===== src/core/seq_pkg.sv =====
// Shared constants and types of the colour feedback mode sequencer
package seq_pkg;
  localparam int CLK_HZ = 100_000_000;
  localparam int CLK_MHZ = CLK_HZ / 1_000_000;
  localparam int SCL_HZ = 100_000;
  localparam int QTR_CYCLES = CLK_HZ / (4 * SCL_HZ);
  localparam logic [6:0] STORE_DEV_ADDR = 7'h50;
  localparam int REG_WORDS = 64;
  localparam int DUTY_W = 12;
  localparam logic [DUTY_W-1:0] DUTY_MAX = 12'hFFF;
  localparam logic [DUTY_W-1:0] DUTY_RESET = 12'h000;
  localparam int WRITE_WAIT_US = 5000;
  localparam int WRITE_WAIT_CYCLES = WRITE_WAIT_US * CLK_MHZ;
  localparam int SAMPLE_HZ = 108;
  localparam int SAMPLE_CYCLES = CLK_HZ / SAMPLE_HZ;
  typedef enum logic [3:0] {
    CMD_NONE,
    CMD_LOAD_DONE,
    CMD_UPLOAD,
    CMD_DOWNLOAD,
    CMD_OPEN_LOOP,
    CMD_CLOSED_LOOP,
    CMD_SEARCH,
    CMD_SAMPLE_RED,
    CMD_SAMPLE_GREEN,
    CMD_SAMPLE_BLUE,
    CMD_CALC
  } cmd_e;
  typedef enum logic [1:0] {COL_RED, COL_GREEN, COL_BLUE} colour_e;
  typedef enum logic [1:0] {OP_START, OP_STOP, OP_WRITE, OP_READ} link_op_e;
endpackage


===== src/core/store_if.sv =====
// Byte operation channel between sequencer and store link
`timescale 1ns/10ps
interface store_if;
  import seq_pkg::*;
  logic start;
  link_op_e op;
  logic [7:0] wdata;
  logic ack_out;
  logic done;
  logic [7:0] rdata;
  logic ack_in;
  modport ctrl (output start, op, wdata, ack_out, input done, rdata, ack_in);
  modport eng (input start, op, wdata, ack_out, output done, rdata, ack_in);
endinterface


===== src/core/reg_store.sv =====
// Register data memory with a registered read port
`timescale 1ns/10ps
module reg_store
#(
  parameter int WORDS = 64,
  parameter int AW = 6,
  parameter int W = 8
)
(
  input wire logic clk, // Core clock
  input wire logic reset_n, // Asynchronous reset, active low
  input wire logic we, // Write strobe
  input wire logic [AW-1:0] addr, // Word address
  input wire logic [W-1:0] wdata, // Write data
  output logic [W-1:0] rdata // Data of last cycle's address
);
  logic [W-1:0] mem [WORDS];

  always_ff @(posedge clk)
  begin
    if (we)
      mem[addr] <= wdata;
  end

  always_ff @(posedge clk or negedge reset_n)
  begin
    if (!reset_n)
      rdata <= '0;
    else
      rdata <= mem[addr];
  end
endmodule


===== src/core/store_link.sv =====
// Byte level two-wire master for the serial configuration store
`timescale 1ns/10ps
module store_link
#(
  parameter int QTR = seq_pkg::QTR_CYCLES
)
(
  input wire logic clk, // Core clock
  input wire logic reset_n, // Asynchronous reset, active low
  input wire logic en, // Core enable, low while asleep
  store_if.eng lk, // Byte operation port
  output logic scl_o, // Store clock pin
  input wire logic sda_i, // Store data pin level
  output logic sda_o, // Store data drive value
  output logic sda_oe // Store data pulled low while high
);
  import seq_pkg::*;
  localparam logic [8:0] QTR_LAST = 9'(QTR - 1);
  logic busy_reg, busy_next;
  link_op_e op_reg, op_next;
  logic [3:0] bit_reg, bit_next;
  logic [1:0] ph_reg, ph_next;
  logic [8:0] div_reg, div_next;
  logic [7:0] sh_reg, sh_next;
  logic scl_reg, scl_next;
  logic low_reg, low_next;
  logic ack_reg, ack_next;
  logic done_reg, done_next;
  logic is_byte;
  logic last_bit;

  // Each bit is four quarter periods: set data, rise, sample, fall
  always_comb
  begin
    busy_next = busy_reg;
    op_next = op_reg;
    bit_next = bit_reg;
    ph_next = ph_reg;
    div_next = div_reg;
    sh_next = sh_reg;
    scl_next = scl_reg;
    low_next = low_reg;
    ack_next = ack_reg;
    done_next = 1'b0;
    is_byte = (op_reg == OP_WRITE) || (op_reg == OP_READ);
    last_bit = (bit_reg == 4'h8);
    if (!busy_reg)
    begin
      if (lk.start)
      begin
        busy_next = 1'b1;
        op_next = lk.op;
        sh_next = lk.wdata;
        div_next = 9'h000;
        ph_next = 2'h0;
        bit_next = 4'h0;
      end
    end
    else if (div_reg != QTR_LAST)
      div_next = div_reg + 9'h001;
    else
    begin
      div_next = 9'h000;
      ph_next = ph_reg + 2'h1;
      unique case (ph_reg)
        2'h0:
        begin
          if (op_reg == OP_WRITE)
            low_next = !last_bit && !sh_reg[7];
          else if (op_reg == OP_READ)
            low_next = last_bit && lk.ack_out;
          else
            low_next = (op_reg == OP_STOP);
        end
        2'h1: scl_next = 1'b1;
        2'h2:
        begin
          if (!is_byte)
            low_next = (op_reg == OP_START);
          else if (last_bit)
            ack_next = !sda_i;
          else
            sh_next = {sh_reg[6:0], sda_i};
        end
        2'h3:
        begin
          scl_next = (op_reg == OP_STOP);
          if (!is_byte || last_bit)
          begin
            busy_next = 1'b0;
            done_next = 1'b1;
          end
          else
            bit_next = bit_reg + 4'h1;
        end
      endcase
    end
  end

  always_ff @(posedge clk or negedge reset_n)
  begin
    if (!reset_n)
    begin
      busy_reg <= 1'b0;
      op_reg <= OP_START;
      bit_reg <= 4'h0;
      ph_reg <= 2'h0;
      div_reg <= 9'h000;
      sh_reg <= 8'h00;
      scl_reg <= 1'b1;
      low_reg <= 1'b0;
      ack_reg <= 1'b0;
      done_reg <= 1'b0;
    end
    else if (en)
    begin
      busy_reg <= busy_next;
      op_reg <= op_next;
      bit_reg <= bit_next;
      ph_reg <= ph_next;
      div_reg <= div_next;
      sh_reg <= sh_next;
      scl_reg <= scl_next;
      low_reg <= low_next;
      ack_reg <= ack_next;
      done_reg <= done_next;
    end
  end

  assign scl_o = scl_reg;
  assign sda_o = 1'b0;
  assign sda_oe = low_reg;
  assign lk.done = done_reg;
  assign lk.rdata = sh_reg;
  assign lk.ack_in = ack_reg;
endmodule


===== src/core/color_feedback_mode_sequencer.sv =====
// Mode and configuration sequencer of the colour feedback controller
`timescale 1ns/10ps
module color_feedback_mode_sequencer
#(
  parameter int WRITE_WAIT_CYC = seq_pkg::WRITE_WAIT_CYCLES,
  parameter int SAMPLE_CYC = seq_pkg::SAMPLE_CYCLES,
  parameter int QTR_CYC = seq_pkg::QTR_CYCLES,
  parameter int WORDS = seq_pkg::REG_WORDS,
  parameter int AW = $clog2(WORDS)
)
(
  input wire logic CLK, // Core clock
  input wire logic RESET_N, // Asynchronous reset, active low
  input wire logic SLEEP, // Sleep request
  input wire logic STANDALONE, // Strap: load from store at start
  input wire logic HOST_WE, // Register write strobe
  input wire logic HOST_RE, // Register read strobe
  input wire logic [AW-1:0] HOST_ADDR, // Register index
  input wire logic [7:0] HOST_WDATA, // Register write data
  output logic HOST_READY, // Host access and command accepted
  output logic [7:0] HOST_RDATA, // Register read data
  output logic HOST_RVALID, // Read data valid pulse
  input wire logic HOST_CMD_VALID, // Command strobe
  input wire seq_pkg::cmd_e HOST_CMD, // Command code
  output logic BUSY, // Sequence in progress
  output logic LOADED, // Register data complete
  output logic OPEN_LOOP, // Feedback disabled
  output logic STORE_ERROR, // Store did not acknowledge
  output logic STORE_SCL, // Store clock
  input wire logic STORE_SDA_I, // Store data level
  output logic STORE_SDA_O, // Store data drive value
  output logic STORE_SDA_OE, // Store data driven
  output logic SAMPLE_REQ, // Sensor conversion request pulse
  input wire logic SENSE_VALID, // Sensor result ready pulse
  input wire logic [2:0] SENSE_HIGH, // Channel brighter than target
  input wire logic [2:0] SENSE_LOW, // Channel dimmer than target
  output logic CAL_STORE, // Store sensor result pulse
  output seq_pkg::colour_e CAL_COLOUR, // Colour of stored result
  output logic SEARCH_START, // Sensitivity search start pulse
  input wire logic SEARCH_DONE, // Sensitivity search finished
  output logic CALC_START, // Matrix calculator start pulse
  input wire logic CALC_DONE, // Matrix calculator finished
  output logic ANALOG_PD, // Analog power down
  output logic RED_DUTY_OUT, // Red PWM
  output logic GREEN_DUTY_OUT, // Green PWM
  output logic BLUE_DUTY_OUT // Blue PWM
);
  import seq_pkg::*;
  typedef enum logic [4:0] {
    S_BOOT, S_WAIT, S_NORMAL, S_SEARCH, S_CALC,
    S_UP_BEGIN, S_UP_DEV, S_UP_ADDR, S_UP_DATA, S_UP_END, S_UP_GAP,
    S_DN_BEGIN, S_DN_DEVW, S_DN_ADDR, S_DN_RESTART, S_DN_DEVR,
    S_DN_DATA, S_DN_END
  } state_e;
  localparam logic [AW-1:0] LAST_IDX = AW'(WORDS - 1);

  function automatic logic is_link(input state_e s);
    return (s >= S_UP_BEGIN);
  endfunction

  function automatic logic [DUTY_W-1:0] step(input logic [DUTY_W-1:0] d,
                                             input logic hi, input logic lo);
    if (hi && !lo && d != DUTY_RESET)
      return d - 1'b1;
    if (lo && !hi && d != DUTY_MAX)
      return d + 1'b1;
    return d;
  endfunction

  state_e state_reg, state_next;
  logic [AW-1:0] idx_reg, idx_next;
  logic [31:0] cnt_reg, cnt_next;
  logic loaded_reg, loaded_next;
  logic open_reg, open_next;
  logic err_reg, err_next;
  logic fail_reg, fail_next;
  logic issued_reg, issued_next;
  logic pend_reg, pend_next;
  colour_e colour_reg, colour_next;
  logic sample_reg, sample_next;
  logic store_reg, store_next;
  logic search_reg, search_next;
  logic calc_reg, calc_next;
  logic rvalid_reg, rvalid_next;
  logic pd_reg;
  logic [DUTY_W-1:0] duty_reg [3];
  logic [DUTY_W-1:0] duty_next [3];
  logic [DUTY_W-1:0] pwm_reg, pwm_next;
  logic [2:0] out_reg, out_next;
  logic en, take, fb_on, pwm_on, step_done, nack;
  logic mem_we;
  logic [AW-1:0] mem_addr;
  logic [7:0] mem_wdata, mem_rdata;
  store_if lk ();

  assign en = !SLEEP;
  assign HOST_READY = en && !pend_reg &&
                      (state_reg == S_WAIT || state_reg == S_NORMAL);
  assign take = HOST_CMD_VALID && HOST_READY;
  assign fb_on = state_reg == S_NORMAL && loaded_reg && !open_reg &&
                 !pend_reg;
  assign pwm_on = loaded_reg || state_reg == S_SEARCH;
  assign step_done = issued_reg && lk.done;
  assign nack = step_done && lk.op == OP_WRITE && !lk.ack_in;

  always_comb
  begin
    state_next = state_reg;
    idx_next = idx_reg;
    cnt_next = cnt_reg;
    loaded_next = loaded_reg;
    open_next = open_reg;
    err_next = err_reg;
    fail_next = fail_reg;
    issued_next = issued_reg;
    pend_next = pend_reg;
    colour_next = colour_reg;
    sample_next = 1'b0;
    store_next = 1'b0;
    search_next = 1'b0;
    calc_next = 1'b0;
    rvalid_next = HOST_RE && HOST_READY;
    duty_next = duty_reg;
    pwm_next = pwm_reg + 1'b1;
    for (int i = 0; i < 3; i++)
      out_next[i] = pwm_on && (pwm_reg < duty_reg[i]);
    lk.start = is_link(state_reg) && state_reg != S_UP_GAP && !issued_reg;
    lk.op = OP_WRITE;
    lk.wdata = 8'h00;
    lk.ack_out = 1'b0;
    mem_we = HOST_WE && HOST_READY;
    mem_addr = is_link(state_reg) ? idx_reg : HOST_ADDR;
    mem_wdata = HOST_WDATA;
    if (lk.start)
      issued_next = 1'b1;
    if (step_done)
      issued_next = 1'b0;
    if (pend_reg && SENSE_VALID)
    begin
      store_next = 1'b1;
      pend_next = 1'b0;
    end
    unique case (state_reg)
      S_BOOT: state_next = STANDALONE ? S_DN_BEGIN : S_WAIT;
      S_WAIT, S_NORMAL:
      begin
        if (fb_on)
        begin
          if (cnt_reg == 32'(SAMPLE_CYC - 1))
          begin
            cnt_next = 32'h0;
            sample_next = 1'b1;
          end
          else
            cnt_next = cnt_reg + 32'h1;
          if (SENSE_VALID)
            for (int i = 0; i < 3; i++)
              duty_next[i] = step(duty_reg[i], SENSE_HIGH[i],
                                  SENSE_LOW[i]);
        end
        if (take)
        begin
          unique case (HOST_CMD)
            CMD_LOAD_DONE:
            begin
              loaded_next = 1'b1;
              state_next = S_NORMAL;
            end
            CMD_UPLOAD:
            begin
              idx_next = '0;
              fail_next = 1'b0;
              err_next = 1'b0;
              state_next = S_UP_BEGIN;
            end
            CMD_DOWNLOAD:
            begin
              idx_next = '0;
              fail_next = 1'b0;
              err_next = 1'b0;
              state_next = S_DN_BEGIN;
            end
            CMD_OPEN_LOOP: open_next = 1'b1;
            CMD_CLOSED_LOOP: open_next = 1'b0;
            CMD_SEARCH:
            begin
              for (int i = 0; i < 3; i++)
                duty_next[i] = DUTY_MAX;
              search_next = 1'b1;
              state_next = S_SEARCH;
            end
            CMD_SAMPLE_RED, CMD_SAMPLE_GREEN, CMD_SAMPLE_BLUE:
            begin
              sample_next = 1'b1;
              pend_next = 1'b1;
              if (HOST_CMD == CMD_SAMPLE_RED)
                colour_next = COL_RED;
              else if (HOST_CMD == CMD_SAMPLE_GREEN)
                colour_next = COL_GREEN;
              else
                colour_next = COL_BLUE;
            end
            CMD_CALC:
            begin
              calc_next = 1'b1;
              state_next = S_CALC;
            end
            default: ;
          endcase
        end
      end
      S_SEARCH:
        if (SEARCH_DONE)
          state_next = loaded_reg ? S_NORMAL : S_WAIT;
      S_CALC:
        if (CALC_DONE)
          state_next = loaded_reg ? S_NORMAL : S_WAIT;
      S_UP_BEGIN, S_DN_BEGIN, S_DN_RESTART:
      begin
        lk.op = OP_START;
        if (step_done)
          state_next = state_e'(state_reg + 1'b1);
      end
      S_UP_DEV, S_DN_DEVW, S_DN_DEVR, S_UP_ADDR, S_DN_ADDR, S_UP_DATA:
      begin
        if (state_reg == S_DN_DEVR)
          lk.wdata = {STORE_DEV_ADDR, 1'b1};
        else if (state_reg == S_UP_ADDR)
          lk.wdata = 8'(idx_reg);
        else if (state_reg == S_UP_DATA)
          lk.wdata = mem_rdata;
        else if (state_reg != S_DN_ADDR)
          lk.wdata = {STORE_DEV_ADDR, 1'b0};
        if (nack)
        begin
          err_next = 1'b1;
          fail_next = 1'b1;
          state_next = state_reg < S_DN_BEGIN ? S_UP_END : S_DN_END;
        end
        else if (step_done)
          state_next = state_e'(state_reg + 1'b1);
      end
      S_DN_DATA:
      begin
        lk.op = OP_READ;
        lk.ack_out = idx_reg != LAST_IDX;
        if (step_done)
        begin
          mem_we = 1'b1;
          mem_wdata = lk.rdata;
          if (idx_reg == LAST_IDX)
            state_next = S_DN_END;
          else
            idx_next = idx_reg + 1'b1;
        end
      end
      S_UP_END:
      begin
        lk.op = OP_STOP;
        cnt_next = 32'h0;
        if (step_done)
          state_next = fail_reg ? (loaded_reg ? S_NORMAL : S_WAIT) : S_UP_GAP;
      end
      S_UP_GAP:
      begin
        cnt_next = cnt_reg + 32'h1;
        if (cnt_reg == 32'(WRITE_WAIT_CYC - 1))
        begin
          cnt_next = 32'h0;
          if (idx_reg == LAST_IDX)
            state_next = loaded_reg ? S_NORMAL : S_WAIT;
          else
          begin
            idx_next = idx_reg + 1'b1;
            state_next = S_UP_BEGIN;
          end
        end
      end
      S_DN_END:
      begin
        lk.op = OP_STOP;
        if (step_done)
        begin
          loaded_next = loaded_reg || !fail_reg;
          open_next = open_reg && fail_reg;
          state_next = (loaded_reg || !fail_reg) ? S_NORMAL : S_WAIT;
        end
      end
    endcase
  end

  always_ff @(posedge CLK or negedge RESET_N)
  begin
    if (!RESET_N)
    begin
      state_reg <= S_BOOT;
      idx_reg <= '0;
      cnt_reg <= 32'h0;
      loaded_reg <= 1'b0;
      open_reg <= 1'b0;
      err_reg <= 1'b0;
      fail_reg <= 1'b0;
      issued_reg <= 1'b0;
      pend_reg <= 1'b0;
      colour_reg <= COL_RED;
      pwm_reg <= DUTY_RESET;
      out_reg <= 3'h0;
      for (int i = 0; i < 3; i++)
        duty_reg[i] <= DUTY_RESET;
    end
    else if (en)
    begin
      state_reg <= state_next;
      idx_reg <= idx_next;
      cnt_reg <= cnt_next;
      loaded_reg <= loaded_next;
      open_reg <= open_next;
      err_reg <= err_next;
      fail_reg <= fail_next;
      issued_reg <= issued_next;
      pend_reg <= pend_next;
      colour_reg <= colour_next;
      pwm_reg <= pwm_next;
      out_reg <= out_next;
      duty_reg <= duty_next;
    end
  end

  // Pulses are cleared in sleep so none repeats across it
  always_ff @(posedge CLK or negedge RESET_N)
  begin
    if (!RESET_N)
    begin
      sample_reg <= 1'b0;
      store_reg <= 1'b0;
      search_reg <= 1'b0;
      calc_reg <= 1'b0;
      rvalid_reg <= 1'b0;
      pd_reg <= 1'b0;
    end
    else
    begin
      sample_reg <= en && sample_next;
      store_reg <= en && store_next;
      search_reg <= en && search_next;
      calc_reg <= en && calc_next;
      rvalid_reg <= en && rvalid_next;
      pd_reg <= SLEEP;
    end
  end

  reg_store #(.WORDS(WORDS), .AW(AW), .W(8)) u_mem (
    .clk(CLK),
    .reset_n(RESET_N),
    .we(mem_we && en),
    .addr(mem_addr),
    .wdata(mem_wdata),
    .rdata(mem_rdata)
  );

  store_link #(.QTR(QTR_CYC)) u_link (
    .clk(CLK),
    .reset_n(RESET_N),
    .en(en),
    .lk(lk.eng),
    .scl_o(STORE_SCL),
    .sda_i(STORE_SDA_I),
    .sda_o(STORE_SDA_O),
    .sda_oe(STORE_SDA_OE)
  );

  assign HOST_RDATA = mem_rdata;
  assign HOST_RVALID = rvalid_reg;
  assign BUSY = !(state_reg == S_WAIT || state_reg == S_NORMAL);
  assign LOADED = loaded_reg;
  assign OPEN_LOOP = open_reg;
  assign STORE_ERROR = err_reg;
  assign SAMPLE_REQ = sample_reg;
  assign CAL_STORE = store_reg;
  assign CAL_COLOUR = colour_reg;
  assign SEARCH_START = search_reg;
  assign CALC_START = calc_reg;
  assign ANALOG_PD = pd_reg;
  assign RED_DUTY_OUT = out_reg[0];
  assign GREEN_DUTY_OUT = out_reg[1];
  assign BLUE_DUTY_OUT = out_reg[2];
endmodule


===== config.mk =====
export PLATFORM = sky130hd
export DESIGN_NAME = color_feedback_mode_sequencer
export DESIGN_NICKNAME = d
export VERILOG_FILES = /design/src/core/seq_pkg.sv /design/src/core/store_if.sv /design/src/core/reg_store.sv /design/src/core/store_link.sv /design/src/core/color_feedback_mode_sequencer.sv
export SDC_FILE = /design/constraint.sdc
export NUM_CORES = 1
export LEC_CHECK = 0
export BUFFER_PORTS_ARGS = -buffer_cell sky130_fd_sc_hd__buf_2
export CAP_MARGIN = 15
export CORE_UTILIZATION = 40
export DETAILED_ROUTE_END_ITERATION = 8
export MAX_ROUTING_LAYER = met4
export PLACE_DENSITY = 0.64
export SYNTH_ARGS = -nofsm -noshare
export SYNTH_HDL_FRONTEND = slang
export SYNTH_SLANG_ARGS = --single-unit

===== constraint.sdc =====
create_clock -name CLK -period 6.65 [get_ports CLK]
set_input_delay 0.665 -clock CLK [delete_from_list [all_inputs] [get_ports CLK]]
set_output_delay 0.665 -clock CLK [all_outputs]
set_load 0.05 [all_outputs]

# Yosys cells after proc, flatten, opt, wreduce, memory -nomap -nowiden

Memory sizes are Yosys's and may differ from the RTL's. A register that Yosys moved wholly into a read port is not among the register bits.
Cells that the tools add are included.
Widths: inputs -> output; s select.

Bits in writable memories: 512
Output and inout port bits: 27
Memories kept: 1
Register bits after elaboration: 137
Logic and storage cells: 364
Bits of input ports: 35

Memory list:

| name      | depth | width | rd ports | clocked after memory_dff | write ports | RTL line        | text |
|---|---|---|---|---|---|---|---|
| u_mem.mem | 64    | 8     | 1        | 1                        | 1           | reg_store.sv:17 | `logic [W-1:0] mem [WORDS];` |

Reduce and logical (&&, ||, !) cells: 98
Equal/unequal tests: 66
Add/subtract/negate cells: 13
Bitwise logic cells: 3
Magnitude comparators: 5
Muxes and demuxes: 148

Operator list:

| kind                  | number |
|---|---|
| $mux 12               | 12 |
| $mux 36               | 4 |
| $mux 8                | 13 |
| $mux 32               | 3 |
| $pmux 32 s3           | 1 |
| $mux 1                | 70 |
| $mux 5                | 12 |
| $pmux 5 s10           | 1 |
| $add 12x1->12 const B | 4 |
| $eq 5x4->1 const B    | 8 |
| $logic_and 1x1->1     | 38 |
| $lt 12x12->1          | 3 |
| $mux 6                | 6 |
| $ne 12x12->1 const B  | 3 |
| $ne 2x2->1 const B    | 18 |
| $reduce_bool 12->1    | 3 |
| $sub 12x1->12 const B | 3 |
| $add 32x1->32 const B | 1 |
| $eq 32x19->1 const B  | 1 |
| $eq 32x20->1 const B  | 1 |
| $mux 9                | 3 |
| $pmux 5 s5            | 1 |
| $reduce_and 5->1      | 5 |
| $mux 4                | 6 |
| other kinds (44)      | 113 |

# Logic depth before layout (Yosys ltp)

Gate-level depths: netlist of run 1.

Depth in word-level cells: 17
Gate-level depth with buffers: 13
Gate-level depth less buffers: 10

# By module

A second synthesis of run 1 with hierarchy kept.

Cells, all modules: 2271
Area, all modules: 29618.4 µm²

Modules (own cells, without submodules):

| module                        | times used | seq. area each (µm²) | cells an instance | area each (µm²) |
|---|---|---|---|---|
| reg_store                     | 1          | 15574.9              | 1196              | 20040.5 |
| color_feedback_mode_sequencer | 1          | 2677.6               | 908               | 7850.0 |
| store_link                    | 1          | 752.0                | 167               | 1727.9 |

# Worst setup path after synthesis of run 1

OpenSTA, ideal clock, no wires.

Kind: register to register
Start: register state_reg[1]
End: memory u_mem.mem[0][0], enable pin
Buffers on the path: 3
Arrival: 3133 ps
Cell stages (with the launch flop): 12
Clock period less this slack: 3503 ps
Library setup time: 370 ps
Setup slack: 3147 ps
Required time: 6280 ps
Cells stage by stage: dfrtp_1 clkbuf_1 inv_1 ha_1 buf_2 or2_2 nand4_1 nor2_1 a21oi_1 or3_1 buf_2 nor2_1

Word-level cells in the longest chain between the ends: 9
Elaborated cells on any way between the ends: 13
Classes of those cells: order compare (1); eq/ne (3); mux (5); reduce/logical (4)

RTL lines:

| what                                            | RTL line                             | text |
|---|---|---|
| start, declared                                 | color_feedback_mode_sequencer.sv:70  | `state_e state_reg, state_next;` |
| start signal, assigned                          | color_feedback_mode_sequencer.sv:313 | `state_reg <= state_next;` |
| $eq 5x1->1 / $eq 5x2->1 (equally long branches) | color_feedback_mode_sequencer.sv:98  | `(state_reg == S_WAIT \|\| state_reg == S_NORMAL);` |
| $logic_or 1x1->1 *                              | color_feedback_mode_sequencer.sv:98  |  |
| $logic_and 1x1->1 *                             | color_feedback_mode_sequencer.sv:97  | `assign HOST_READY = en && !pend_reg &&` |
| net HOST_READY                                  | color_feedback_mode_sequencer.sv:20  | `output logic HOST_READY,` |
| $logic_and 1x1->1 *                             | color_feedback_mode_sequencer.sv:131 | `mem_we = HOST_WE && HOST_READY;` |
| $mux 1                                          | color_feedback_mode_sequencer.sv:247 | `if (step_done)` |
| $mux 1 *                                        | color_feedback_mode_sequencer.sv:143 | `unique case (state_reg)` |
| $logic_and 1x1->1 *                             | color_feedback_mode_sequencer.sv:355 | `.we(mem_we && en),` |
| $mux 1 *                                        | reg_store.sv:21                      | `if (we)` |
| $mux 1 (implied by the code) *                  | reg_store.sv:22                      | `mem[addr] <= wdata;` |
| end, declared                                   | reg_store.sv:17                      |  |

Mark *: on every way through the listed nets, which the timed path passes. The rest lies on a longest branch.

# Worst setup path in the final report of run 1

Start: register state_reg[1]
End: memory u_mem.mem[11][1], enable pin

Word-level cells in the longest chain between the ends: 9
Elaborated cells on any way between the ends: 13
Classes of those cells: order compare (1); eq/ne (3); mux (5); reduce/logical (4)

RTL lines:

| what                                            | RTL line |
|---|---|
| $eq 5x1->1 / $eq 5x2->1 (equally long branches) | color_feedback_mode_sequencer.sv:98 |
| $logic_or 1x1->1                                | color_feedback_mode_sequencer.sv:98 |
| $logic_and 1x1->1                               | color_feedback_mode_sequencer.sv:97 |
| $logic_and 1x1->1                               | color_feedback_mode_sequencer.sv:131 |
| $mux 1                                          | color_feedback_mode_sequencer.sv:247 |
| $mux 1                                          | color_feedback_mode_sequencer.sv:143 |
| $logic_and 1x1->1                               | color_feedback_mode_sequencer.sv:355 |
| $mux 1                                          | reg_store.sv:21 |
| $mux 1 (implied by the code)                    | reg_store.sv:22 |

Several ways; a longest one is shown, not always the timed one.

==> results of run 1 <==
-- layout make-up --
type,count,area [um^2]
Sequential cell,657,19000
Antenna cell,7,17.5
Clock buffer,91,1980
Multi-Input combinational cell,1238,8460
Clock inverter,38,548
Timing Repair Buffer,80,454
Fill cell,6153,38000
Tap cell,940,1180
Inverter,79,297
-- placed cells by master (no fill, tap or decap), types with 19 or more instances in the layout --
cell and instances:
nand2_1 105, a31oi_1 53, buf_2 59, nor4_1 23, nor3_1 29, a222oi_1 128
a22oi_1 80, nand3_1 89, or3_1 20, a21o_1 19, xnor2_1 55, nand4_1 28
dfrtp_1 144, buf_4 19, a21oi_1 64, edfxtp_1 512, o21ai_0 58, nand2b_1 26
nor2_1 175, ha_1 57, inv_1 78, and3_1 22, clkbuf_16 74
-- kinds of logic (layout without fill, tap and decap cells) --
family	after synthesis	after routing	share of synthesized area, %
adder cells (fa/ha/maj)	57	57	2.53
buffers and inverters	194	288	2.92
XOR/XNOR	70	70	2.17
AND/OR/NAND/NOR	584	584	10.4
other	1	8	0.0133
flip-flops	657	657	67.3
AO/OA/AOI/OAI	505	505	13.8
multiplexers	21	21	0.811
-- worst max path at each step --
stage                      start               end  slack [ns]  depth (start not counted)
finish              state_reg[1]  u_mem.mem[11][1]        2.57                          8
global route        state_reg[1]  u_mem.mem[13][4]        2.33                          8
CTS                 state_reg[1]   u_mem.mem[9][4]        2.64                          8
detailed placement  state_reg[1]   u_mem.mem[9][4]        2.66                          8
global placement    state_reg[0]    u_mem.rdata[5]        2.73                          9
floorplan           state_reg[1]   u_mem.mem[0][0]        3.15                         11
-- report_power, final --
group / internal (mW) / total [mW] / switching, mW / leakage (nW)
Combinational: 0.844 / 2.56 / 1.72 / 3.36
Sequential: 4.67 / 5.06 / 0.390 / 6.42
Clock: 2.55 / 4.20 / 1.65 / 1.22
Total: 8.07 / 11.8 / 3.75 / 11.0
-- metal layers --
metal	global-route usage [%]	wire, um	up-vias
met1	29.5	31400	9347
met5	-	0	-
met4	6.55	2040	0
met2	31.6	33200	1194
met3	5.66	8650	147
li1	-	-	8365
-- stage by stage --
stage | hold WS, ns | worst slack (ns)
floorplan | 0.369 | 3.15
global placement | 0.474 | 2.73
detailed placement | 0.484 | 2.66
CTS | 0.104 | 2.64
global route | 0.125 | 2.33
finish | 0.0921 | 2.57
==> flow_metrics.py, run 1 <==
metrics = {
    "worst_setup_path": {
        "rrSetupSlack_ns": 2.57,
        "max_stage_delay_ns": 0.63,
        "crit_type": "reg2reg",
        "r2r-end": "u_mem.mem[11][1]",
        "reg2regPathDepth": 8,
        "crit_chain": "inv_1 -> ha_1 -> o31ai_4 -> nand2_1 -> mux2i_2 -> nand2b_1 -> or3_1 -> nor2_1",
        "cp_top_family": "simple AND/OR/NAND/NOR gates",
        "r2r_start": "state_reg[1]",
        "cp-start-kind": "flip-flop",
        "crit_slowest_cell": "or3_1",
        "cp.arrival_ns": 4.32,
        "worstPathMaxFanout": 11,
        "worstPathRequired_ns": 6.90,
        "endpoint_kind": "flip-flop",
        "critical_path_buf_inv_count": 1,
    },
    "logic_synthesis": {
        "syn_nets": 2181,
        "synth_top_area_share_pct": 54.5,
        "ys_seq_elements": 657,
        "ys_top_cells_by_count": "512 x edfxtp_1, 175 x nor2_1, 144 x dfrtp_1",
        "ys_seq_area_share_pct": 67.3,
        "yosys_warnings": 0,
        "syn_inst": 2089,
        "yosys-top-cells-area": "edfxtp_1 54%, dfrtp_1 13%, a222oi_1 4.5%",
        "synth_area_per_cell_um2": 13.5,
        "synthFlopType": "edfxtp_1",
        "synth_top_cell_by_area": "edfxtp_1",
        "yosys.cell_types.count": 92,
        "synth_edf_count": 512,
        "async_flop_share_pct": 22.1,
        "post-synth-top-count-cell": "edfxtp_1",
        "syn_area_um2": 28200,
    },
    "die": {
        "start_util_pct": 40.4,
        "die_height_um": 268,
        "fp.dieArea_um2": 71600,
        "io_pins": 62,
        "core_area_um2": 69900,
        "rows": 97,
        "fp.dieW_um": 268,
    },
    "clocking": {
        "postCtsSetupBuffers": 0,
        "clock-sinks": 657,
        "cts_hold_buf": 0,
        "cts_tree": "built",
        "clk_pin_slew_ns": 0.06,
        "clock_path_buffers": 3,
        "cts.repair.resized": 0,
        "cts-root-buf": "clkbuf_16",
        "clk_latency_ns": 0.62,
        "cts_buffers": 71,
        "htree_levels": 3,
    },
    "power_and_ir_drop": {
        "p_leak_nw": 11.0,
        "ir_drop_mv": 0.229,
        "p_per_area_nw_per_um2": 370,
        "p_total_mw": 11.8,
    },
    "route": {
        "post_drt_wl_per_cell_um": 24.0,
        "drc": 14,
        "drtPass1Iterations": 9,
        "drt_iter0_markers": 3280,
        "ant_nets": 0,
        "finalWirelength_um": 75200,
        "via_per_inst": 6.09,
        "via_count": 19100,
    },
    "layout": {
        "stdcell_area_um2": 31900,
        "post-route-util_pct": 45.7,
        "stdcell_count": 3130,
        "area_delta_synth_final_pct": 13.1,
        "drive_gt1_share_pct": 11.1,
        "largest_reg_flops": 512,
        "nNetsFinal": 2219,
    },
    "global_route": {
        "track_usage_pct": 21.6,
        "grt_max_degree": 78,
        "grt_overflow_total": 0,
        "first_global_vias": 17900,
        "grt_pass1_wl_um": 113000,
        "antenna_found_initial": 9,
    },
    "status": {
        "failed_checks": "design-rule violations",
        "status": "complete, but fails checks",
    },
    "sta": {
        "timing.slew.headroom_pct": 24.4,
        "grt_setup_unrepaired": "no",
        "period_needed_ns": 4.08,
        "worst_pin_slew_ns": 1.13,
        "drv_slew": 0,
        "final.setup_skew_ns": 0.0327,
        "max_freq_ghz": 0.245,
        "hold_viol": 0,
        "setup_violations": 0,
        "setup_tns_ns": 0,
        "final.period_utilization_pct": 61.3,
    },
    "worst_hold_path": {
        "hold_path.class": "in2async",
    },
    "place": {
        "place_congestion": 0.970,
        "dp_cells": 2993,
        "io_buffers": 60,
        "dp_hpwl_um": 46300,
        "placed_area_um2": 29400,
    },
    "job": {
        "maxCapViolCount": 0,
    },
}
(Power assumes the default switching activity.)
==> inputs of run 2 (changes only) <==
- clock period: 6.65 -> 4.1 ns (I/O delays scaled with it)
==> run 2 against run 1 <==
Power increased by 60%. Critical path type unchanged. Routed wire length decreased by 1.1%. The run now ends clean. Highest routed layer unchanged. Sequential cell count unchanged. Via count fell by 0.47%. Utilization rose by 0.34 points.
==> flow_metrics.py, run 2 (synthesized netlist as in run 1, its figures left out) <==
metrics = {
    "status": {
        "status": "complete, no violations",
    },
    "route": {
        "drc": 0,
        "via_count": 19000,
        "ant_nets": 0,
        "drt_iter0_markers": 2848,
        "finalWirelength_um": 74300,
        "post_drt_wl_per_cell_um": 23.5,
        "drtPass1Iterations": 9,
        "via_per_inst": 5.98,
    },
    "clocking": {
        "cts_tree": "built",
        "htree_levels": 3,
        "clk_pin_slew_ns": 0.06,
        "clock_path_buffers": 3,
        "postCtsSetupBuffers": 0,
        "clk_latency_ns": 0.63,
        "clock-sinks": 657,
        "cts-root-buf": "clkbuf_16",
        "cts_buffers": 70,
    },
    "layout": {
        "final_common_cell": "edfxtp_1",
        "layout_common_cells": "512 x edfxtp_1, 175 x nor2_1, 144 x dfrtp_1",
        "nNetsFinal": 2264,
        "area_delta_synth_final_pct": 14.0,
        "largest_reg_flops": 512,
        "drive_gt1_share_pct": 12.2,
    },
    "worst_hold_path": {
        "holdPathEnd": "u_link.lk.ack_in",
        "min_from": "STORE_SDA_I",
        "hold_path.class": "in2reg",
        "hold_depth": 2,
    },
    "worst_setup_path": {
        "worstPathRequired_ns": 4.35,
        "worstPathMaxFanout": 11,
        "cp.arrival_ns": 4.02,
        "endpoint_kind": "flip-flop",
        "reg2regPathDepth": 7,
        "cp-start-kind": "flip-flop",
        "r2r-end": "u_mem.mem[4][6]",
        "crit_type": "reg2reg",
        "r2r_start": "state_reg[0]",
        "rrSetupSlack_ns": 0.33,
    },
    "sta": {
        "worst_pin_slew_ns": 1.17,
        "setup_tns_ns": 0,
        "final.setup_skew_ns": 0.0303,
        "drv_slew": 0,
        "holdWs_ns": 0.0471,
        "period_needed_ns": 3.77,
        "hold_viol": 0,
        "final.period_utilization_pct": 92.0,
        "timing.slew.headroom_pct": 20.9,
        "grt_setup_unrepaired": "no",
        "setup_violations": 0,
        "max_freq_ghz": 0.265,
    },
    "job": {
        "maxCapViolCount": 0,
    },
    "global_route": {
        "grt_max_degree": 81,
        "use_met2_pct": 31.7,
        "first_global_vias": 18100,
        "track_usage_pct": 21.4,
        "grt_pass1_wl_um": 112000,
        "global_route.usage.met1_pct": 29.2,
        "grt_overflow_total": 0,
        "met3_usage_pct": 5.23,
        "antenna_found_initial": 7,
        "busiest_layer": "met2",
    },
    "die": {
        "start_util_pct": 40.4,
        "die_height_um": 268,
        "core_area_um2": 69900,
        "fp.dieArea_um2": 71600,
        "io_pins": 62,
        "fp.dieW_um": 268,
        "rows": 97,
    },
    "place": {
        "place_congestion": 0.932,
        "dp_hpwl_um": 47800,
        "io_buffers": 60,
    },
    "power_and_ir_drop": {
        "p_leak_nw": 11.2,
        "p_per_area_nw_per_um2": 589,
        "ir_drop_mv": 0.328,
    },
}
-- run 2: worst max path at each step --
stage	startpoint	to	slack, ns	cells past startpoint
2_1_floorplan	state_reg[1]	u_mem.mem[0][0]	0.60	11
5_1_grt	state_reg[0]	u_mem.mem[4][4]	0.05	7
3_5_place_dp	state_reg[0]	u_mem.mem[4][5]	0.36	7
3_3_place_gp	state_reg[0]	u_mem.rdata[6]	0.55	10
6_report	state_reg[0]	u_mem.mem[4][6]	0.33	7
4_1_cts	state_reg[0]	u_mem.mem[4][3]	0.35	7
-- run 2: metrics by stage --
step           worst slack, ns  total power [mW]  utilization, %  std cells  area (um^2)
2_1_floorplan            0.597              11.0               -       2089        28200
3_3_place_gp             0.549              12.4            42.6       3039        29800
6_report                 0.330              19.0            46.0       3170        32200
3_5_place_dp             0.358              12.5            42.6       3039        29800
5_1_grt                 0.0540              19.8            46.0       3170        32200
4_1_cts                  0.348              19.0            46.0       3166        32200
-- run 2: layout make-up --
class	instances	area [um^2]
Antenna cell	4	10.0
Multi-Input combinational cell	1238	8440
Fill cell	6138	37700
Tap cell	940	1180
Clock buffer	90	1870
Sequential cell	657	19000
Timing Repair Buffer	126	880
Inverter	79	297
Clock inverter	36	493
-- run 2: routing by layer --
metal | part of all wire [%] | routed length, um
met5 | 0 | 0
met4 | 2.2 | 1610
met2 | 45 | 33600
met1 | 43 | 31800
met3 | 9.9 | 7330
-- run 2: power by group --
| group | switching (mW) | total, mW | internal (mW) |
|---|---|---|---|
| logic | 2.79 | 4.27 | 1.48 |
| clock network | 2.65 | 6.48 | 3.83 |
| registers | 0.633 | 8.21 | 7.58 |
-- run 2: worst max-delay path: stages, from the launching register on --
cell	delay, ns
dfrtp_1	0.45
ha_1	0.38
o31ai_4	0.43
nand2_1	0.23
mux2i_2	0.42
nand2b_1	0.30
or3_1	0.59
nor2_1	0.60
-- run 2: timing repair --
item | 4_1_cts | 5_1_grt
gates resized for setup | 0 | 0
hold buffers | 1 | 0
hold endpoints to repair | 79 | 0
endpoints found under the setup margin | 0 | 0
